`config.mk`:
```
export PLATFORM = sky130hd
export DESIGN_NAME = pum_tx_monitor
export DESIGN_NICKNAME = d
export VERILOG_FILES = /design/src/hw/pum_pkg.sv /design/src/hw/pum_beat_decode.sv /design/src/hw/pum_tx_monitor.sv
export SDC_FILE = /design/constraint.sdc
export NUM_CORES = 1
export LEC_CHECK = 0
export BUFFER_PORTS_ARGS = -buffer_cell sky130_fd_sc_hd__buf_2
export CAP_MARGIN = 20
export CORE_ASPECT_RATIO = 2
export CORE_MARGIN = 2
export CORE_UTILIZATION = 60
export CTS_CLUSTER_DIAMETER = 120
export DETAILED_ROUTE_END_ITERATION = 12
export PLACE_DENSITY = 0.9
export SLEW_MARGIN = 20
export SYNTH_ARGS = -nofsm -noshare
export SYNTH_HDL_FRONTEND = slang
export SYNTH_SLANG_ARGS = --single-unit
```
`constraint.sdc`:
```
create_clock -name clock_i -period 15.7 [get_ports clock_i]
set_clock_uncertainty 0.1 [all_clocks]
set_input_delay 2.355 -clock clock_i [delete_from_list [all_inputs] [get_ports clock_i]]
set_output_delay 2.355 -clock clock_i [all_outputs]
set_load 0.005 [all_outputs]
```
`src/hw/pum_pkg.sv`:
```
// Shared constants, types and helpers of the transmit utilization monitor.
// Assumes a single 10 MHz clock shared by the monitor and the tapped stream.
package pum_pkg;

  localparam int unsigned DATA_W = 64;
  localparam int unsigned KEEP_W = 8;
  localparam int unsigned CNT_W = 32;
  localparam int unsigned TAG_W = 2;
  localparam int unsigned LANE_CNT_W = 4;

  // Sampling window timing
  localparam int unsigned CLK_FREQ_HZ = 10_000_000;
  localparam int unsigned WINDOW_S = 1;
  localparam int unsigned WINDOW_CYCLES = WINDOW_S * CLK_FREQ_HZ;
  localparam int unsigned TIMER_W = 32;

  // Reset values
  localparam logic [CNT_W-1:0] COUNT_RESET = 32'h0;
  localparam logic [TAG_W-1:0] TAG_RESET = 2'h0;
  localparam logic [TIMER_W-1:0] TIMER_RESET = 32'h0;

  // Header word 0 field positions (first header dword in data bits 31:0)
  localparam int unsigned HDR_FMT_DATA_BIT = 30;
  localparam int unsigned HDR_TYPE_LSB = 24;
  localparam int unsigned HDR_TYPE_W = 5;
  localparam logic [HDR_TYPE_W-1:0] TYPE_MEM = 5'h00;
  localparam logic [HDR_TYPE_W-1:0] TYPE_CPL = 5'h0a;

  // Count of the low report bits replaced by the window tag
  localparam int unsigned REPORT_LSB = TAG_W;

  typedef struct packed {
    logic [DATA_W-1:0] tdata;
    logic [KEEP_W-1:0] tkeep;
    logic tlast;
    logic tvalid;
    logic tready;
  } pum_tx_tap_t;

  function automatic logic [LANE_CNT_W-1:0] pum_lane_count(input logic [KEEP_W-1:0] keep);
    logic [LANE_CNT_W-1:0] n;
    n = '0;
    for (int i = 0; i < KEEP_W; i++) begin
      n = n + LANE_CNT_W'(keep[i]);
    end
    return n;
  endfunction : pum_lane_count

endpackage : pum_pkg

```
`src/hw/pum_beat_decode.sv`:
```
// Per-beat decode of the tapped transmit stream: handshake, byte count, class.
// Assumes the tap signals are synchronous to the monitor clock.
module pum_beat_decode
  import pum_pkg::*;
(
  input wire pum_tx_tap_t tap_i,
  output logic beat_o,
  output logic [LANE_CNT_W-1:0] bytes_o,
  output logic hdr_payload_o
);

  logic [HDR_TYPE_W-1:0] hdr_type;

  assign beat_o = tap_i.tvalid & tap_i.tready;

  assign bytes_o = beat_o ? pum_lane_count(tap_i.tkeep) : '0;

  assign hdr_type = tap_i.tdata[HDR_TYPE_LSB +: HDR_TYPE_W];
  assign hdr_payload_o = tap_i.tdata[HDR_FMT_DATA_BIT]
                         & ((hdr_type == TYPE_MEM) | (hdr_type == TYPE_CPL));

endmodule : pum_beat_decode

```
`src/hw/pum_tx_monitor.sv`:
```
// Passive transmit utilization monitor: raw and payload byte counts per window.
// Assumes the tap is wired in parallel to the stream; nothing here drives it.
module pum_tx_monitor
  import pum_pkg::*;
#(
  parameter int unsigned WINDOW_CYCLES_P = WINDOW_CYCLES
) (
  input wire logic clock_i,
  input wire logic reset_i,
  input wire pum_tx_tap_t tx_tap_i,
  output logic [CNT_W-1:0] tx_byte_count_o,
  output logic [CNT_W-1:0] tx_payload_count_o,
  output logic [TAG_W-1:0] window_tag_o,
  output logic window_tick_o
);

  localparam logic [TIMER_W-1:0] TIMER_LAST = TIMER_W'(WINDOW_CYCLES_P - 1);

  logic beat;
  logic [LANE_CNT_W-1:0] beat_bytes;
  logic hdr_payload;
  logic mid_pkt_q;
  logic pay_pkt_q;
  logic beat_payload;
  logic expire;
  logic [TIMER_W-1:0] timer_q;
  logic [CNT_W-1:0] byte_acc_q;
  logic [CNT_W-1:0] pay_acc_q;
  logic [CNT_W-1:0] byte_inc;
  logic [CNT_W-1:0] pay_inc;
  logic [CNT_W-1:0] byte_sum;
  logic [CNT_W-1:0] pay_sum;
  logic [TAG_W-1:0] tag_q;
  logic [TAG_W-1:0] tag_next;

  pum_beat_decode u_decode (
    .tap_i(tx_tap_i),
    .beat_o(beat),
    .bytes_o(beat_bytes),
    .hdr_payload_o(hdr_payload)
  );

  always_ff @(posedge clock_i or posedge reset_i) begin
    if (reset_i) begin
      mid_pkt_q <= 1'b0;
      pay_pkt_q <= 1'b0;
    end else if (beat) begin
      mid_pkt_q <= ~tx_tap_i.tlast;
      if (!mid_pkt_q) begin
        pay_pkt_q <= hdr_payload;
      end
    end
  end

  assign beat_payload = mid_pkt_q ? pay_pkt_q : hdr_payload;

  assign expire = (timer_q == TIMER_LAST);

  always_ff @(posedge clock_i or posedge reset_i) begin
    if (reset_i) begin
      timer_q <= TIMER_RESET;
    end else if (expire) begin
      timer_q <= TIMER_RESET;
    end else begin
      timer_q <= timer_q + TIMER_W'(1);
    end
  end

  assign byte_inc = CNT_W'(beat_bytes);
  assign pay_inc = beat_payload ? CNT_W'(beat_bytes) : COUNT_RESET;
  assign byte_sum = byte_acc_q + byte_inc;
  assign pay_sum = pay_acc_q + pay_inc;

  always_ff @(posedge clock_i or posedge reset_i) begin
    if (reset_i) begin
      byte_acc_q <= COUNT_RESET;
      pay_acc_q <= COUNT_RESET;
    end else if (expire) begin
      byte_acc_q <= COUNT_RESET;
      pay_acc_q <= COUNT_RESET;
    end else begin
      byte_acc_q <= byte_sum;
      pay_acc_q <= pay_sum;
    end
  end

  assign tag_next = tag_q + TAG_W'(1);

  always_ff @(posedge clock_i or posedge reset_i) begin
    if (reset_i) begin
      tag_q <= TAG_RESET;
    end else if (expire) begin
      tag_q <= tag_next;
    end
  end

  always_ff @(posedge clock_i or posedge reset_i) begin
    if (reset_i) begin
      tx_byte_count_o <= COUNT_RESET;
      tx_payload_count_o <= COUNT_RESET;
      window_tag_o <= TAG_RESET;
      window_tick_o <= 1'b0;
    end else begin
      window_tick_o <= expire;
      if (expire) begin
        tx_byte_count_o <= {byte_sum[CNT_W-1:REPORT_LSB], tag_next};
        tx_payload_count_o <= {pay_sum[CNT_W-1:REPORT_LSB], tag_next};
        window_tag_o <= tag_next;
      end
    end
  end
endmodule : pum_tx_monitor

```
==> impl_metrics.tcl <==
set metrics [dict create \
    clk_pin_slew_ns 0.06 \
    worst_pin_slew_ns 1.03 \
    clkSinkCount 161 \
    setup_viol 0 \
    critPathKind "input pin to flip-flop" \
    p_per_area_nw_per_um2 109 \
    cts_setup_buffers 0 \
    numCtsBuffers 17 \
    setup_tns_ns 0 \
    cp_max_fo 3 \
    grt_overflow 0 \
    die_w_um 83.6 \
    io_buffers 85 \
    drc 0 \
    root_buffer "clkbuf_16" \
    vdd_ir_drop_max_v 0.0000916 \
    hold_viol 0 \
    start_util_pct 61.0 \
    gp_congestion 0.889 \
    synth_cell_types 50 \
    r2r_setup_slack_ns 12.31 \
    netlist_area_um2 7610 \
    post-route-period-util_pct 45.1 \
    critPathLaunchType "input pin" \
    num_io_pins 144 \
    hpwl_um 11200 \
    layout-drive-gt1-share_pct 17.1 \
    grt_pass1_wl_um 29100 \
    avgSynthCellArea_um2 10.1 \
    synthArstFlopShare_pct 100 \
    rsz0062_at_grt "false" \
    slew_headroom_pct 29.3 \
    final_util_pct 69.6 \
    drv_slew 0 \
    post_drt_wl_per_cell_um 17.7 \
    cts_max_level 4 \
    min_path_type "flip-flop to flip-flop" \
    grt_pass1_vias 6214 \
    dieArea_um2 13700 \
    groute.usage.overall_pct 26.6 \
    viasPerCell 6.03 \
    yosysWarnings 0 \
    period_minus_slack_ns 7.08 \
    core_region_area_um2 12500 \
    p_leak_nw 3.74 \
    dr_total_vias 5973 \
    outcome "complete, no violations" \
    ff2ff_path_depth 7 \
    clk_latency_ns 0.43 \
    drt_iter0_drc 443 \
    synthCells 755 \
    ant_nets 0 \
    placementRows 58 \
    cts_max_path_buffers 2 \
    wl_um 17500 \
    grt_max_degree 124 \
    syn-num-nets 850 \
    chipHeight_um 163 \
    postCtsResizedCells 0 \
    antenna_found_initial 0 \
    ys_ff_latch 161 \
    hold_buffers 0 \
    antennaDiodeCount 0 \
    cp.required_ns 15.87 \
    cts_tree "yes" \
    syn_to_final_growth_pct 14.2 \
    ys_seq_area_share_pct 52.9 \
    firstDrtPassIters 5 \
    cap_violations 0 \
    dominantRegCellSynth "dfrtp_1" \
    hold_path_depth 1 \
    fmax_mhz 141 \
    synth_edf_count 0 \
    cp_data_arrival_time_ns 7.25 \
    critPathCaptureType "flip-flop" \
    nets 922 \
]
## routing by layer
layer | track usage [%] | wire [µm] | vias up
met3 | 5.96 | 853 | 80
met2 | 47.7 | 9590 | 254
met4 | 15.2 | 877 | 0
met5 | 0 | 0 | -
met1 | 28.5 | 6160 | 2906
li1 | - | - | 2733
## through the flow
step	instances	setup slack, ns	hold WS (ns)	power [W]	instance area, µm²
floorplan	755	8.90	0.347	0.000501	7610
global placement	958	8.38	0.363	0.000516	8070
detailed placement	958	8.24	0.382	0.000522	8070
CTS	990	8.62	0.401	0.000950	8680
global route	990	8.47	0.423	0.000980	8690
finish	990	8.62	0.395	0.000947	8690
## final timing paths
kind	start	endpoint
setup / recovery	tx_tap_i[3]	tx_byte_count_o[10]$_DFFE_PP0P_
hold / removal	tx_byte_count_o[1]$_DFFE_PP0P_	tx_byte_count_o[1]$_DFFE_PP0P_
setup reg to reg	timer_q[0]$_DFF_PP0_	tx_payload_count_o[4]$_DFFE_PP0P_
hold reg to reg	tx_byte_count_o[1]$_DFFE_PP0P_	tx_byte_count_o[1]$_DFFE_PP0P_
max in group asynchronous	reset_i	byte_acc_q[28]$_DFF_PP0_
min in group asynchronous	reset_i	tx_byte_count_o[1]$_DFFE_PP0P_
## kinds of logic (layout without fill, tap and decap cells)
kind of cell             count (synthesis)  count (layout)  share of synthesized area [%]
AO/OA/AOI/OAI                           84              84                           6.08
XOR/XNOR                                85              85                           9.78
adder cells (fa/ha/maj)                 18              18                           3.55
buffers and inverters                   65             150                           3.88
flip-flops                             161             161                           52.9
multiplexers                            12              12                           1.68
AND/OR/NAND/NOR                        330             330                           22.1
## flip-flops by register name (all words and copies together), names as in the netlist
signal              flops
tx_payload_count_o     30
pay_pkt_q               1
mid_pkt_q               1
timer_q                32
byte_acc_q             32
tx_byte_count_o        32
window_tick_o           1
pay_acc_q              32
## Yosys cell counts, drive strengths merged (4+ instances only)
cell type  count  area (µm²)
or4            4        30.0
or2            5        31.3
nand2         34         128
buf           20         116
nor4b          5        43.8
mux2i          6        60.1
nor2         136         510
or3            8        55.1
clkbuf        16        70.1
nor4          31         224
and4           7        62.6
dfrtp        161        4030
nand3         35         180
and3           6        38.8
xnor2         57         499
nor3          11        55.1
a31oi          4        25.0
nor2b         11        68.8
o21ai          7        35.0
fa             6         120
xor2          28         245
mux2           6        67.6
inv           29         109
a21oi         60         300
nand4         28         175
ha            12         150
## critical path, stage by stage
cell and delay (ns):
buf_2 0.10, ha_1 0.28, inv_1 0.07, fa_1 0.42, fa_1 0.47, fa_1 0.42
fa_1 0.49, or2_2 0.38, fa_1 0.46, or2b_2 0.35, a2111oi_0 0.88, and3_1 0.30
xnor2_1 0.17, a21oi_1 0.11
## placed cells by master (no fill, tap or decap), types with 5 or more instances in the layout
| cell type | instances |
|---|---|
| fa_1 | 6 |
| and4_1 | 6 |
| and3_1 | 5 |
| nor2_1 | 136 |
| xnor2_1 | 57 |
| nor4b_1 | 5 |
| or3_1 | 7 |
| mux2_2 | 6 |
| or2_2 | 5 |
| nor3_1 | 11 |
| clkbuf_16 | 17 |
| nor4_1 | 29 |
| nand3_1 | 34 |
| xor2_1 | 28 |
| o21ai_0 | 7 |
| dfrtp_1 | 161 |
| a21oi_1 | 60 |
| buf_2 | 85 |
| mux2i_1 | 6 |
| nand2_1 | 34 |
| inv_1 | 28 |
| nand4_1 | 28 |
| nor2b_1 | 11 |
| ha_1 | 12 |
## layout make-up
cell class,instances,area (µm²)
fillers,887,3790
repair buffers,89,459
clock inverters,15,184
multi-input cells,529,3290
well taps,150,188
flip-flops and latches,161,4030
clock buffers,17,425
inverters,29,116
## where the power goes
group | internal, W | switching (W) | leakage (nW)
Clock | 0.000252 | 0.000177 | 0.296
Combinational | 0.0000289 | 0.0000498 | 1.51
Sequential | 0.000429 | 0.0000108 | 1.94
Power figures use the tool's default switching activity.
